===== config.mk =====
export PLATFORM = sky130hd
export DESIGN_NAME = hbg_ctrl
export DESIGN_NICKNAME = d
export VERILOG_FILES = /design/src/design/hbg_pkg.sv /design/src/design/hbg_pump.sv /design/src/design/hbg_ctrl.sv
export SDC_FILE = /design/constraint.sdc
export NUM_CORES = 1
export LEC_CHECK = 0
export ABC_AREA = 0
export BUFFER_PORTS_ARGS = -buffer_cell sky130_fd_sc_hd__buf_2
export CAP_MARGIN = 20
export CORE_ASPECT_RATIO = 0.5
export CORE_UTILIZATION = 50
export CTS_BUF_LIST = sky130_fd_sc_hd__clkbuf_8 sky130_fd_sc_hd__clkbuf_16
export DETAILED_ROUTE_END_ITERATION = 12
export PLACE_DENSITY = 0.73
export REMOVE_ABC_BUFFERS = 1
export SYNTH_ARGS = -nofsm -noshare
export SYNTH_HDL_FRONTEND = slang
export SYNTH_SLANG_ARGS = --single-unit
export TNS_END_PERCENT = 50

===== constraint.sdc =====
create_clock -name clk_i -period 5.3 [get_ports clk_i]
set_input_delay 0.795 -clock clk_i [delete_from_list [all_inputs] [get_ports clk_i]]
set_output_delay 0.795 -clock clk_i [all_outputs]
set_load 0.02 [all_outputs]

===== src/design/hbg_pkg.sv =====
// Package with constants and types for the H-bridge gate control block.
package hbg_pkg;
  localparam int unsigned CLK_HZ         = 200_000_000;
  localparam int unsigned CHOP_DIV       = 8;
  localparam logic [2:0]  CHOP_LAST      = 3'h7;
  localparam logic [2:0]  CHOP_ZERO      = 3'h0;
  localparam int unsigned DEAD_NS        = 50;
  localparam int unsigned DEAD_CYC_RAW   = (DEAD_NS * (CLK_HZ / 1_000_000) + 999) / 1000;
  localparam int unsigned DEAD_CYC       = (DEAD_CYC_RAW < 1) ? 1 : DEAD_CYC_RAW;
  localparam logic [3:0]  DEAD_CNT       = 4'(DEAD_CYC);
  localparam logic [3:0]  CUR_ZERO       = 4'h0;
  localparam logic [3:0]  GATES_OFF      = 4'h0;
  localparam logic [2:0]  DEFAULT_FAST_AT = 3'h5;

  typedef enum logic [3:0] {
    HBG_OFF    = 4'b0001,
    HBG_CHARGE = 4'b0010,
    HBG_SLOW   = 4'b0100,
    HBG_FAST   = 4'b1000
  } hbg_mode_t;

  typedef enum logic [2:0] {
    HBG_PUMP_IDLE = 3'b001,
    HBG_PUMP_FILL = 3'b010,
    HBG_PUMP_MOVE = 3'b100
  } hbg_pump_t;
endpackage


===== src/design/hbg_pump.sv =====
// Charge pump switch sequencer for the boosted gate rail.
`timescale 1ns/1ps
module hbg_pump (
  input  wire logic clk_i,
  input  wire logic rstn_i,
  input  wire logic run_i,
  input  wire logic restart_i,
  input  wire logic osc_tick_i,
  input  wire logic rail_ok_i,
  output logic      pump_switch_first_o,
  output logic      pump_switch_second_o
);
  import hbg_pkg::*;
  hbg_pump_t state_q;

  always_ff @(posedge clk_i or negedge rstn_i) begin
    if (!rstn_i) begin
      state_q <= HBG_PUMP_IDLE;
    end else if (!run_i || restart_i) begin
      state_q <= run_i ? HBG_PUMP_FILL : HBG_PUMP_IDLE;
    end else if (osc_tick_i) begin
      case (state_q)
        HBG_PUMP_IDLE: state_q <= rail_ok_i ? HBG_PUMP_IDLE : HBG_PUMP_FILL;
        HBG_PUMP_FILL: state_q <= HBG_PUMP_MOVE;
        HBG_PUMP_MOVE: state_q <= rail_ok_i ? HBG_PUMP_IDLE : HBG_PUMP_FILL;
        default:       state_q <= HBG_PUMP_IDLE;
      endcase
    end
  end

  always_ff @(posedge clk_i or negedge rstn_i) begin
    if (!rstn_i) begin
      pump_switch_first_o  <= 1'b0;
      pump_switch_second_o <= 1'b0;
    end else begin
      pump_switch_first_o  <= (state_q == HBG_PUMP_FILL);
      pump_switch_second_o <= (state_q == HBG_PUMP_MOVE);
    end
  end

  a_pump_exclusive: assert property (@(posedge clk_i) disable iff (!rstn_i)
    !(pump_switch_first_o && pump_switch_second_o)) else $error("pump switches both on");
  a_pump_order: assert property (@(posedge clk_i) disable iff (!rstn_i)
    $rose(pump_switch_second_o) |-> $past(pump_switch_first_o, 1)) else $error("pump move without fill");
  a_pump_stop: assert property (@(posedge clk_i) disable iff (!rstn_i)
    (run_i && !restart_i && osc_tick_i && rail_ok_i && state_q == HBG_PUMP_MOVE) |=> ##1 !pump_switch_first_o
    && !pump_switch_second_o) else $error("pump did not stop at full rail");
endmodule


===== src/design/hbg_ctrl.sv =====
// Gate control for one H-bridge phase with decay sequencing, reset and pump.
`timescale 1ns/1ps
module hbg_ctrl (
  input  wire logic       clk_i,
  input  wire logic       rstn_i,
  input  wire logic       reset_in_n_i,
  input  wire logic       logic_supply_ok_i,
  input  wire logic       motor_supply_ok_i,
  input  wire logic       thermal_shutdown_i,
  input  wire logic       overcurrent_shutdown_i,
  input  wire logic       chop_osc_clock_i,
  input  wire logic       strobe_i,
  input  wire logic       phase_i,
  input  wire logic [3:0] current_i,
  input  wire logic       mixed_decay_i,
  input  wire logic [2:0] decay_ratio_setting_i,
  input  wire logic       current_reached_i,
  input  wire logic       rail_full_i,
  output logic            high_side_left_o,
  output logic            high_side_right_o,
  output logic            low_side_left_o,
  output logic            low_side_right_o,
  output logic            pump_switch_first_o,
  output logic            pump_switch_second_o,
  output logic            int_reset_o,
  output logic [2:0]      chop_count_o
);
  import hbg_pkg::*;

  logic       run;
  logic       shutdown;
  logic       osc_q;
  logic       tick;
  logic       strobe_pend_q;
  logic       zero_q;
  logic       run_q;
  logic       restart;
  logic [3:0] dead_q;
  logic [3:0] gates_d;
  logic [3:0] gates_prev_q;
  hbg_mode_t  mode_q;
  hbg_mode_t  mode_d;

  assign shutdown = thermal_shutdown_i | overcurrent_shutdown_i;
  assign run      = reset_in_n_i & logic_supply_ok_i & motor_supply_ok_i & !shutdown;
  assign tick     = chop_osc_clock_i & !osc_q;
  assign restart  = run & !run_q;

  always_ff @(posedge clk_i or negedge rstn_i) begin
    if (!rstn_i) begin
      osc_q <= 1'b0;
      run_q <= 1'b0;
    end else begin
      osc_q <= chop_osc_clock_i;
      run_q <= run;
    end
  end

  always_ff @(posedge clk_i or negedge rstn_i) begin
    if (!rstn_i) begin
      int_reset_o <= 1'b1;
    end else begin
      int_reset_o <= !run;
    end
  end

  always_ff @(posedge clk_i or negedge rstn_i) begin
    if (!rstn_i) begin
      strobe_pend_q <= 1'b0;
      chop_count_o  <= CHOP_ZERO;
    end else if (!run) begin
      strobe_pend_q <= 1'b0;
      chop_count_o  <= CHOP_ZERO;
    end else begin
      if (strobe_i) begin
        strobe_pend_q <= 1'b1;
      end else if (tick) begin
        strobe_pend_q <= 1'b0;
      end
      if (tick) begin
        if (strobe_pend_q) begin
          chop_count_o <= CHOP_ZERO;
        end else begin
          chop_count_o <= (chop_count_o == CHOP_LAST) ? CHOP_ZERO : chop_count_o + 3'h1;
        end
      end
    end
  end

  always_ff @(posedge clk_i or negedge rstn_i) begin
    if (!rstn_i) begin
      zero_q <= 1'b1;
    end else if (strobe_i) begin
      zero_q <= (current_i == CUR_ZERO);
    end
  end

  always_comb begin
    mode_d = mode_q;
    if (!run || zero_q) begin
      mode_d = HBG_OFF;
    end else if (tick) begin
      if (chop_count_o == CHOP_LAST || strobe_pend_q) begin
        mode_d = HBG_CHARGE;
      end else begin
        case (mode_q)
          HBG_OFF:    mode_d = HBG_CHARGE;
          HBG_CHARGE: mode_d = current_reached_i ? HBG_SLOW : HBG_CHARGE;
          HBG_SLOW: begin
            if (mixed_decay_i && chop_count_o >= decay_ratio_setting_i) begin
              mode_d = HBG_FAST;
            end
          end
          HBG_FAST:   mode_d = HBG_FAST;
          default:    mode_d = HBG_OFF;
        endcase
      end
    end
  end

  always_ff @(posedge clk_i or negedge rstn_i) begin
    if (!rstn_i) begin
      mode_q <= HBG_OFF;
    end else begin
      mode_q <= mode_d;
    end
  end

  always_comb begin
    case (mode_q)
      HBG_CHARGE: gates_d = phase_i ? 4'b1001 : 4'b0110;
      HBG_SLOW:   gates_d = 4'b0011;
      HBG_FAST:   gates_d = phase_i ? 4'b0110 : 4'b1001;
      default:    gates_d = GATES_OFF;
    endcase
  end

  always_ff @(posedge clk_i or negedge rstn_i) begin
    if (!rstn_i) begin
      gates_prev_q <= GATES_OFF;
      dead_q       <= 4'h0;
    end else if (gates_d != gates_prev_q) begin
      gates_prev_q <= gates_d;
      dead_q       <= DEAD_CNT;
    end else if (dead_q != 4'h0) begin
      dead_q <= dead_q - 4'h1;
    end
  end

  always_ff @(posedge clk_i or negedge rstn_i) begin
    if (!rstn_i) begin
      high_side_left_o  <= 1'b0;
      high_side_right_o <= 1'b0;
      low_side_left_o   <= 1'b0;
      low_side_right_o  <= 1'b0;
    end else if (!run || zero_q || gates_d != gates_prev_q || dead_q != 4'h0) begin
      high_side_left_o  <= 1'b0;
      high_side_right_o <= 1'b0;
      low_side_left_o   <= 1'b0;
      low_side_right_o  <= 1'b0;
    end else begin
      high_side_left_o  <= gates_prev_q[3];
      high_side_right_o <= gates_prev_q[2];
      low_side_left_o   <= gates_prev_q[1];
      low_side_right_o  <= gates_prev_q[0];
    end
  end

  hbg_pump u_pump (
    .clk_i                (clk_i),
    .rstn_i               (rstn_i),
    .run_i                (run),
    .restart_i            (restart),
    .osc_tick_i           (tick),
    .rail_ok_i            (rail_full_i),
    .pump_switch_first_o  (pump_switch_first_o),
    .pump_switch_second_o (pump_switch_second_o)
  );

  a_half_left: assert property (@(posedge clk_i) disable iff (!rstn_i)
    !(high_side_left_o && low_side_left_o)) else $error("left half-bridge shoot-through");
  a_half_right: assert property (@(posedge clk_i) disable iff (!rstn_i)
    !(high_side_right_o && low_side_right_o)) else $error("right half-bridge shoot-through");
  a_zero_off: assert property (@(posedge clk_i) disable iff (!rstn_i)
    zero_q |=> !high_side_left_o && !high_side_right_o && !low_side_left_o && !low_side_right_o)
    else $error("zero current not off");
  a_reset_off: assert property (@(posedge clk_i) disable iff (!rstn_i)
    !logic_supply_ok_i |=> int_reset_o && !high_side_left_o && !high_side_right_o && !low_side_left_o
    && !low_side_right_o)
    else $error("outputs on without logic supply");
  a_motor_reset: assert property (@(posedge clk_i) disable iff (!rstn_i)
    !motor_supply_ok_i |=> int_reset_o) else $error("motor undervoltage not reset");
  a_slow_gates: assert property (@(posedge clk_i) disable iff (!rstn_i)
    (mode_q == HBG_SLOW) && $stable(mode_q) && run && !zero_q && dead_q == 4'h0 && $past(dead_q) == 4'h0
    |=> low_side_left_o && low_side_right_o) else $error("slow decay gates wrong");
  a_charge_ref: assert property (@(posedge clk_i) disable iff (!rstn_i)
    high_side_left_o && low_side_right_o |-> $past(gates_prev_q) == 4'b1001) else $error("bad charge pair");
  a_mode_order: assert property (@(posedge clk_i) disable iff (!rstn_i)
    (mode_q == HBG_FAST) && $changed(mode_q) |-> $past(mode_q) == HBG_SLOW) else $error("fast not after slow");
  a_strobe_reset: assert property (@(posedge clk_i) disable iff (!rstn_i)
    run && strobe_pend_q && tick |=> chop_count_o == CHOP_ZERO || !run) else $error("strobe no count reset");
  a_dead_gap: assert property (@(posedge clk_i) disable iff (!rstn_i)
    gates_d != gates_prev_q |=> !high_side_left_o && !high_side_right_o) else $error("no dead gap");
endmodule


Word-level counts from Yosys, hierarchy flattened
Cells that the tools add are included.
{"block": "classes", "muxes": 27, "n_eq_ne": 12, "bitwise_logic": 6, "shift": 0, "n_reduce_logical": 17, "n_mul": 0, "div": 0, "magnitude_cmp": 1, "add_sub_neg": 2}
{"cell": "2-to-1 mux 4 bit", "count": 8}
{"cell": "2-to-1 mux 3 bit", "count": 7}
{"cell": "one-hot mux 4 bit (4 select lines)", "count": 1}
{"cell": "one-hot mux 4 bit (3 select lines)", "count": 1}
{"cell": "2-to-1 mux 1 bit", "count": 7}
{"cell": "== test 3 bit, second input constant", "count": 2}
{"cell": "one-hot mux 3 bit (2 select lines)", "count": 1}
{"cell": "nonzero test 2 bit", "count": 3}
{"cell": "AND 1 bit", "count": 5}
{"cell": "logical OR 1 bit", "count": 5}
{"cell": "== test 4 x 1 -> 1 bit, second input constant", "count": 1}
{"cell": "== test 4 x 2 -> 1 bit, second input constant", "count": 1}
{"cell": "== test 4 x 3 -> 1 bit, second input constant", "count": 1}
{"cell": "== test 4 bit, second input constant", "count": 1}
{"cell": "logical NOT 1 bit", "count": 4}
{"cell": "logical NOT 4 bit", "count": 1}
{"cell": "2-to-1 mux 2 bit", "count": 2}
{"cell": "!= test 4 bit", "count": 1}
{"cell": "!= test 4 bit, second input constant", "count": 1}
{"cell": "nonzero test 4 bit", "count": 1}
{"cell": "subtractor 4 x 1 -> 4 bit, second input constant", "count": 1}
{"cell": "adder 3 x 1 -> 3 bit, second input constant", "count": 1}
{"cell": "== test 3 x 1 -> 1 bit, second input constant", "count": 1}
{"cell": "== test 3 x 2 -> 1 bit, second input constant", "count": 1}
{"cell": "other kinds (7)", "count": 7}
{"block": "word_totals", "output_inout_bits": 10, "latch_bits": 0, "register_bits": 29, "word_cells": 81, "mem_bits_rw": 0, "romBits": 0, "memories": 0, "input_bits": 20}

Depth between registers and ports, before layout
Gate-level depths: netlist (run 1).
{"block": "logic_depth", "ltp_word": 8, "mapped_depth": 7, "ltp_nobuf": 7}

Cells and area by module
A second synthesis (run 1) with hierarchy kept.
{"block": "hier_totals", "hier_cells": 173, "area_unflattened_um2": 1664.1}
{"mod": "hbg_ctrl", "seq_area_each_um2": 604.3, "n_inst": 1, "area_per_inst_um2": 1423.9, "cells_per_inst": 154}
{"mod": "hbg_pump", "seq_area_each_um2": 126.4, "n_inst": 1, "area_per_inst_um2": 240.2, "cells_per_inst": 19}

Worst setup path after synthesis (run 1)
OpenSTA, ideal clock, no wires.
{"block": "synth_path", "kind": "input port to flip-flop", "start": "in phase_i", "end": "reg dead_q[1]", "setup_ns": 0.143, "n_path_buf": 0, "required_time_ns": 5.157, "arrival_time_ns": 1.971, "path_slack_ns": 3.186, "cell_stages": 5, "cell_sequence": "or3b_1 a2111oi_1 a21oi_1 a32oi_2 o211ai_1"}
{"block": "synth_between", "elab_chain_len": 4, "elab_cells_between_ends": 6, "cone_classes": "eq/ne: 1; mux: 4; reduce/logical: 1"}
{"item": "start: declaration", "line": "hbg_ctrl.sv:13", "source": "input wire logic phase_i,"}
{"item": "2-to-1 mux 4 bit (on tied branches)", "line": "hbg_ctrl.sv:133, hbg_ctrl.sv:131"}
{"item": "one-hot mux 4 bit (3 select lines) *", "line": "hbg_ctrl.sv:130", "source": "case (mode_q)"}
{"item": "!= test 4 bit *", "line": "hbg_ctrl.sv:142", "source": "end else if (gates_d != gates_prev_q) begin"}
{"item": "2-to-1 mux 4 bit or nonzero test 2 bit (tied branches)"}
{"item": "end signal: assignment", "line": "hbg_ctrl.sv:146", "source": "dead_q <= dead_q - 4'h1;"}
{"item": "end: declaration", "line": "hbg_ctrl.sv:38", "source": "logic [3:0] dead_q;"}
Every way passes the cells marked *; elsewhere a longest branch is shown, timed or not.
A chain may end at the register's enable or synchronous reset.

Worst setup path in the final report (run 1)
{"block": "layout_path", "start": "in phase_i", "end": "reg dead_q[2]"}
Same word-level chain as after synthesis.

==> summary.txt, run 1 <==
WL final = 3011 um
Slew Viols, Final = 0
Via-to-Cell Ratio = 5.490
most common cell in the netlist = dfrtp_1
clock latency on the worst-skew pair = 270 ps
Post-DRT Antenna Nets = 0
Placed Area = 1805 um^2
Seq/Total Area, Yosys = 0.4465
Critical Path RT = 5500 ps
largest net degree at the start of global routing = 30
crit-path cells = buf_2, or3b_1, a2111oi_1, a21oi_1, a32oi_2, a21boi_1
die area = 3520 um^2
Root Driver = clkbuf_8
TritonRoute pass-1 iters = 4
Tcrit/Tclk final = 0.4127
Clk pin slew, worst setup/hold paths = 60 ps
Crit-path slowest cell = or3b_1
final setup fails = 0
M1 GR Usage = 0.2541
n_diodes = 0
Cell variety after synth = 46
P per Cell Area = 269.1 nW/um^2
vias in the first global route = 1235
crit path time final = 2187 ps
GR met2 Demand/Resource = 0.3098
Post-Syn Area = 1637 um^2
Port-buffer cells = 29
Layout Nets = 232
mean post-synth cell area = 9.246 um^2
Worst Path Max Fanout = 15
via count = 1356
grt ovf = 0
Worst Max-Slew Pin Slew = 636.8 ps
met3 Use GR = 0.05512
Post-synth EDFFs = 0
IO Count = 30
Initial Util = 0.5339
fraction of layout cells with a size suffix above 1 = 0.2222
Worst Hold Depth = 1
Peak Freq = 457.2 MHz
pre-CTS WS = 2850 ps
Die W = 82.91 um
maximum root-to-sink buffer count = 2
first-pass GRT wire length = 5347 um
critical path arrival = 2380 ps
Setup Fix Bufs, Post-CTS = 0
number of gates resized after CTS = 0
cts bufs inserted = 5
Leak = 0.0008537 uW
Post-synth ARST share = 1.000
Max Cap Violations = 0
Post-DP HPWL = 2217 um
CTS Hold Bufs = 0
row count = 14
synth top area cells = dfrtp_1 38%, dfstp_2 6.4%, ha_1 4.6%, a21oi_1 4.3%, nand2_1 3.7%
Reg2Reg Depth = 5
DIE HEIGHT = 42.46 um
Non-Filler Instances = 247
top cells by count, synth = 25 x dfrtp_1, 16 x nand2_1, 15 x nor2_1, 14 x a21oi_1, 8 x nor2b_1
DRC viols = 0
post-route cell area = 1896 um^2
Yosys top cell by area = dfrtp_1
Syn Inst Count = 177
Area Overhead vs Synth = 15.83%
final hold vios = 0
Yosys top cell area share = 0.3823
#FFs+latches synth = 29
CP startpoint kind = input port
CTS tree = done
clock sink count = 29
synthesis warning total = 0
gr usage total = 0.1925
Top FF cell, synth = dfrtp_1
H-tree depth = 2
Setup crit end kind = register
DR iter-0 viols = 64
critical setup path kind = input port to register
status = finished clean
DR WL/cell = 12.19 um
gp weighted congestion = 0.8478
RSZ-0062 raised after global routing = no
initial antenna violation count = 0
worst min-delay path class = register to register
final clock skew = 7.249 ps
Max-slew headroom = 0.5755
peak supply drop = 0.0001485 V
final worst slack = 3113 ps
total negative setup slack = 0 ps
GR peak layer = met2
core box area = 3065 um^2
max incr delay on CP = 390 ps
DP Cell Count = 239
cell type report:
| type | count | area (um^2) |
|---|---|---|
| multi-input combinational | 133 | 845.8 |
| clock buffer | 6 | 82.58 |
| tap | 40 | 50.05 |
| clock inverter | 2 | 7.507 |
| sequential | 29 | 730.7 |
| fill | 263 | 1170 |
| inverter | 7 | 26.28 |
| timing repair buffer | 30 | 152.6 |
metrics by stage:
stage / util / power [uW] / hold slack [ps]
detailed placement: 0.5890 / 339.2 / 487.0
CTS: 0.6184 / 520.0 / 495.7
global route: 0.6184 / 542.7 / 525.2
floorplan: - / 311.2 / 446.5
finish: 0.6184 / 510.2 / 492.7
global placement: 0.5890 / 332.5 / 478.4
registers in the layout (all words and copies together), names as in the netlist:
name / flops
chop_count_o: 3
u_pump.pump_switch_second_o: 1
high_side_left_o: 1
mode_q: 4
high_side_right_o: 1
run_q: 1
u_pump.state_q: 3
strobe_pend_q: 1
low_side_right_o: 1
zero_q: 1
osc_q: 1
int_reset_o: 1
gates_prev_q: 4
low_side_left_o: 1
dead_q: 4
u_pump.pump_switch_first_o: 1
final timing paths:
check	start	end	slack (ps)
max reg2reg	mode_q[2]	dead_q[2]	3320
min	run_q	u_pump.state_q[1]	490
max	phase_i	dead_q[2]	3110
max in group asynchronous	rstn_i	chop_count_o[2]	4340
min in group asynchronous	rstn_i	dead_q[3]	540
min reg2reg	run_q	u_pump.state_q[1]	490
cell families after synthesis:
| family | Yosys count | share of synthesized area |
|---|---|---|
| AOI/OAI and AO/OA | 40 | 0.1690 |
| xor gates and xnor gates | 3 | 0.01606 |
| adders and majority gates | 6 | 0.04587 |
| buffers and inverters | 15 | 0.03669 |
| DFF | 29 | 0.4465 |
| muxes | 2 | 0.01300 |
| and+or+nand+nor | 82 | 0.2729 |
routing by layer:
metal | wire length, um | vias up
li1 | - | 694
met3 | 107 | 0
met4 | 0 | 0
met5 | 0 | -
met2 | 1394 | 22
met1 | 1509 | 640
critical path, delay by kind of cell:
kind	cells	cell delay [ps]
compound gates	4	1020
simple gates	1	390
buf+inv	1	180
report_power, final:
part / internal [uW] / switching, uW / total, uW
clock network: 102 / 74.0 / 176
logic: 40.4 / 41.3 / 81.7
registers: 239 / 13.8 / 253
total: 381 / 129 / 510
placed cells by master (no fill, tap or decap), types with 5 or more instances in the layout:
cell,netlist,routed
a21oi_1,14,14
and2_1,5,5
buf_2,3,29
nand2_1,16,16
ha_1,6,6
nor2b_1,8,8
nor2_1,15,15
nand3b_1,6,6
nand2b_1,6,6
nor3_1,5,5
inv_1,5,7
dfrtp_1,25,25
clkbuf_8,0,6
No activity file was read; power rests on OpenSTA's default activity.
==> run 2, diff against run 1 <==
- clock period: 5.3 -> 2.2 ns (I/O delays scaled with it)
==> run 2 against run 1 <==
  * Power increased by 140%
  * Critical path type is now register to register
  * Die area stayed put
  * Combinational power rose to 2.5 times the previous value
==> summary.txt, run 2 (same netlist as run 1, synthesis figures left out) <==
Post-DP HPWL = 2421 um (+9.2%)
maximum root-to-sink buffer count = 2 (unchanged)
worst min-delay path class = input port to async pin
cts bufs inserted = 5 (unchanged)
Worst R2R Setup Slack = 250 ps (-3070 ps)
Critical Path RT = 2400 ps (-3100 ps)
final hold vios = 0 (unchanged)
Area Overhead vs Synth = 16.97%
final setup fails = 0 (unchanged)
Root Driver = clkbuf_8
vias in the first global route = 1317 (+6.6%)
H-tree depth = 2 (unchanged)
grt ovf = 0 (unchanged)
via count = 1399 (+3.2%)
DR iter-0 viols = 35 (-45%)
Hold Slack = 64.53 ps (-428.1 ps)
WL final = 3314 um (+10%)
status = finished clean
total negative setup slack = 0 ps (unchanged)
final worst slack = 251.2 ps (-2861 ps)
core box area = 3065 um^2 (unchanged)
row count = 14 (unchanged)
Worst Path Max Fanout = 13 (-2)
first-pass GRT wire length = 5554 um (+3.9%)
Sw Share = 0.2543 (+0.001300)
most common library cell in the layout ignoring fill and taps = buf_2
initial antenna violation count = 0 (unchanged)
n_diodes = 0 (unchanged)
peak supply drop = 0.0003909 V (+160%)
Max Cap Violations = 0 (unchanged)
crit path time final = 1949 ps
most frequent cells in the layout = 29 x buf_2, 25 x dfrtp_1, 16 x nand2_1
Peak Freq = 513.1 MHz
Crit Reg-Reg Startpoint = mode_q[1]
Layout Nets = 235 (+1.3%)
Setup Fix Bufs, Post-CTS = 0 (unchanged)
post-route cell area = 1914 um^2 (+0.99%)
Combinational Power Share = 0.165 (+0.005)
CTS tree = done
fraction of layout cells with a size suffix above 1 = 0.2344 (+0.01223)
Setup crit end kind = register
CTS Hold Bufs = 0 (unchanged)
Slew Viols, Final = 0 (unchanged)
Non-Filler Instances = 249 (+0.81%)
Die W = 82.91 um (unchanged)
IO Count = 30 (unchanged)
DR WL/cell = 13.31 um (+9.2%)
Leak = 0.0008642 uW (+1.2%)
critical path arrival = 2150 ps (-230 ps)
gp weighted congestion = 0.8410 (-0.80%)
Internal Power = 926.0 uW (+140%)
CP startpoint kind = register
critical setup path kind = register to register
final clock skew = 3.993 ps (-3.255 ps)
Post-DRT Antenna Nets = 0 (unchanged)
Regs by FF count = dead_q: 4 flops, gates_prev_q: 4 flops, mode_q: 4 flops
reg2reg end = dead_q[2]
number of gates resized after CTS = 0 (unchanged)
clock power share = 0.344 (about the same)
Port-buffer cells = 29 (unchanged)
DIE HEIGHT = 42.46 um (unchanged)
Max-slew headroom = 0.5912 (+0.01570)
DRC viols = 0 (unchanged)
sw power = 315.7 uW (+140%)
pre-CTS WS = 212.7 ps (-2637 ps)
gr usage total = 0.2062 (+0.01367)
Initial Util = 0.5339 (unchanged)
DP Cell Count = 242 (+1.3%)
Reg power frac = 0.491 (-0.005)
Worst Max-Slew Pin Slew = 613.3 ps (-23.54 ps)
Clk pin slew, worst setup/hold paths = 60 ps (about the same)
largest net degree at the start of global routing = 30 (unchanged)
TritonRoute pass-1 iters = 4 (unchanged)
die area = 3520 um^2 (unchanged)
RSZ-0062 raised after global routing = no
P per Cell Area = 648.6 nW/um^2 (+140%)
Tcrit/Tclk final = 0.8858
Via-to-Cell Ratio = 5.618 (+2.3%)
clock sink count = 29 (unchanged)
clock latency on the worst-skew pair = 270 ps (about the same)
Reg2Reg Depth = 5 (unchanged)
Placed Area = 1828 um^2 (+1.2%)
[run 2: worst max path at each step]
stage | start | end | cells after the start
4_1_cts | mode_q[1] | low_side_right_o | 5
3_5_place_dp | phase_i | low_side_right_o | 6
5_1_grt | mode_q[1] | dead_q[2] | 5
3_3_place_gp | phase_i | dead_q[1] | 6
6_report | mode_q[1] | dead_q[2] | 5
2_1_floorplan | mode_q[2] | dead_q[1] | 5
[run 2: cell type report]
cell class	instances	area (um^2)
Multi-Input combinational cell	133	845.8
Inverter	7	26.28
Clock buffer	6	82.58
Fill cell	287	1151
Clock inverter	1	3.754
Tap cell	40	50.05
Sequential cell	29	730.7
Timing Repair Buffer	33	175.2
[run 2: worst max-delay path: stages, from the launching register on]
cell	delay [ps]
dfrtp_1	510
or3_1	410
and3_1	190
o31a_1	280
a32oi_2	290
a21boi_1	200
[run 2: metrics by stage]
step,power [uW],util
after floorplan,749.6,-
after global placement,812.8,0.5963
after detailed placement,826.7,0.5963
after CTS,1254,0.6245
after global routing,1316,0.6245
final,1242,0.6245
[run 2: power by group through the flow]
stage | sequential [uW] | clock [uW] | combinational, uW
after floorplan | 610 | 0 | 140
after global placement | 617 | 0 | 195
final | 610 | 427 | 205
after global routing | 616 | 466 | 234
after detailed placement | 619 | 0 | 207
after CTS | 610 | 436 | 208
[run 2: routing by layer]
metal,track usage,part of all wire,up-vias
li1,-,-,694
met1,0.2399,0.47,670
met2,0.3459,0.47,29
met3,0.06102,0.040,6
met4,0.1207,0.018,0
met5,0,0,-
==> run 3, diff against run 2 <==
- CORE_UTILIZATION: 50 -> 28
- CTS_CLUSTER_SIZE: not set -> 24
- PLACE_DENSITY: 0.73 -> 0.51
==> run 3 against run 2 <==
  * Critical path depth stayed put
  * Core utilization is 26 points lower
  * Critical path type unchanged
  * Flip-flop and latch count stayed put
  * Wire length is 3.7% higher
  * Power is 17% higher
  * Count of clock-buffer cells in the layout is 1 lower
==> summary.txt, run 3 (same netlist as run 1, synthesis figures left out) <==
status = finished clean
Tcrit/Tclk final = 0.8752 (-0.01067)
RSZ-0062 raised after global routing = no
TritonRoute pass-1 iters = 4 (unchanged)
die area = 6173 um^2 (+75%)
Regs by FF count = dead_q: 4 flops, gates_prev_q: 4 flops, mode_q: 4 flops
Leak = 0.0009069 uW (+4.9%)
initial antenna violation count = 0 (unchanged)
vias in the first global route = 1312 (-0.38%)
P per Cell Area = 715.5 nW/um^2 (+10%)
Layout Nets = 238 (+1.3%)
DP Cell Count = 278 (+15%)
CTS Hold Bufs = 0 (unchanged)
DR iter-0 viols = 52 (+49%)
Worst Path Max Fanout = 13 (unchanged)
first-pass GRT wire length = 6009 um (+8.2%)
Port-buffer cells = 29 (unchanged)
via count = 1383 (-1.1%)
Setup crit end kind = register
core box area = 5563 um^2 (+81%)
post-route cell area = 2031 um^2 (+6.1%)
critical setup path kind = register to register
final setup fails = 0 (unchanged)
number of gates resized after CTS = 0 (unchanged)
largest net degree at the start of global routing = 30 (unchanged)
critical path arrival = 2130 ps (-20 ps)
CTS tree = done
crit path time final = 1925 ps (-23.48 ps)
DIE HEIGHT = 56.06 um (+32%)
gr usage total = 0.1248 (-0.08136)
fill count = 582 (+100%)
total negative setup slack = 0 ps (unchanged)
n_diodes = 0 (unchanged)
Via-to-Cell Ratio = 4.836 (-14%)
Clk pin slew, worst setup/hold paths = 50 ps (about the same)
Die W = 110.1 um (+33%)
WL final = 3438 um (+3.7%)
Worst Max-Slew Pin Slew = 630.7 ps (+17.45 ps)
Reg2Reg Depth = 5 (unchanged)
cts bufs inserted = 5 (unchanged)
DR WL/cell = 12.02 um (-9.7%)
Root Driver = clkbuf_16
CP startpoint kind = register
peak supply drop = 0.0003089 V (-21%)
Initial Util = 0.2942 (-0.2397)
Slew Viols, Final = 0 (unchanged)
Setup Fix Bufs, Post-CTS = 0 (unchanged)
row count = 19 (+5)
Hold Slack = 78.36 ps (+13.82 ps)
Non-Filler Instances = 286 (+15%)
clock latency on the worst-skew pair = 270 ps (about the same)
grt ovf = 0 (unchanged)
Post-DRT Antenna Nets = 0 (unchanged)
worst min-delay path class = input port to async pin
final clock skew = 4.266 ps (+0.2730 ps)
clock sink count = 29 (unchanged)
most common library cell in the layout ignoring fill and taps = buf_2
Max Cap Violations = 0 (unchanged)
Area Overhead vs Synth = 24.08%
gp weighted congestion = 0.8594 (+2.2%)
Max-slew headroom = 0.5795 (-0.01163)
Peak Freq = 519.4 MHz (+1.2%)
IO Count = 30 (unchanged)
Post-DP HPWL = 2516 um (+3.9%)
DRC viols = 0 (unchanged)
maximum root-to-sink buffer count = 2 (unchanged)
H-tree depth = 2 (unchanged)
Critical Path RT = 2410 ps (about the same)
final hold vios = 0 (unchanged)
fraction of layout cells with a size suffix above 1 = 0.2488 (+0.01438)
most frequent cells in the layout = 29 x buf_2, 25 x dfrtp_1, 16 x nand2_1
Placed Area = 1892 um^2 (+3.5%)
-- run 3: cell count changes in the layout (fill, tap and decap cells not counted) --
cell and delta:
clkbuf_8 -6, clkbuf_16 +5, buf_4 +3, clkinv_2 +2
-- run 3: layout make-up --
class	count	area [um^2]	area share
repair buffers	36	197.7	0.09735
clock inverters	3	13.76	0.006778
well taps	73	91.34	0.04498
inverters	7	26.28	0.01294
clock buffers	5	125.1	0.06161
flip-flops and latches	29	730.7	0.3598
multi-input cells	133	845.8	0.4165
-- run 3: per-stage QoR --
stage          worst slack [ps]  total power [uW]  utilization
2_1_floorplan             450.3             749.6            -
3_3_place_gp              234.5             817.4       0.3401
3_5_place_dp              210.8             829.0       0.3401
4_1_cts                   275.5              1471       0.3650
5_1_grt                   63.13              1532       0.3650
6_report                  274.6              1453       0.3650
-- run 3: metal layers --
| layer | wire [um] | GRT usage | vias to the layer above | share of wire |
|---|---|---|---|---|
| met3 | 168 | 0.03981 | 5 | 0.049 |
| li1 | - | - | 698 | - |
| met1 | 1691 | 0.1730 | 648 | 0.49 |
| met2 | 1533 | 0.1830 | 32 | 0.45 |
| met5 | 0 | 0 | - | 0 |
| met4 | 44 | 0.04135 | 0 | 0.013 |
-- run 3: final timing paths --
check	start	end	slack (ps)
setup / recovery	mode_q[1]	low_side_left_o	270
hold / removal	rstn_i	low_side_right_o	80
setup reg to reg	mode_q[1]	low_side_left_o	270
hold reg to reg	run_q	u_pump.state_q[1]	500
max in group asynchronous	rstn_i	strobe_pend_q	1710
min in group clk_i	chop_osc_clock_i	osc_q	190
-- run 3: power breakdown --
part / switching (uW) / internal (uW) / total [uW] / leakage (uW)
clock network: 228 / 409 / 637 / 0.0000748
registers: 34.0 / 577 / 611 / 0.000382
logic: 98.2 / 107 / 205 / 0.000450
total: 360 / 1090 / 1450 / 0.000907
-- run 3: worst max-delay path, stage by stage, from the launching register on --
cell	delay, ps
dfrtp_1	500
or3_1	400
and3_1	180
o31a_1	280
a32oi_2	300
and3_1	210
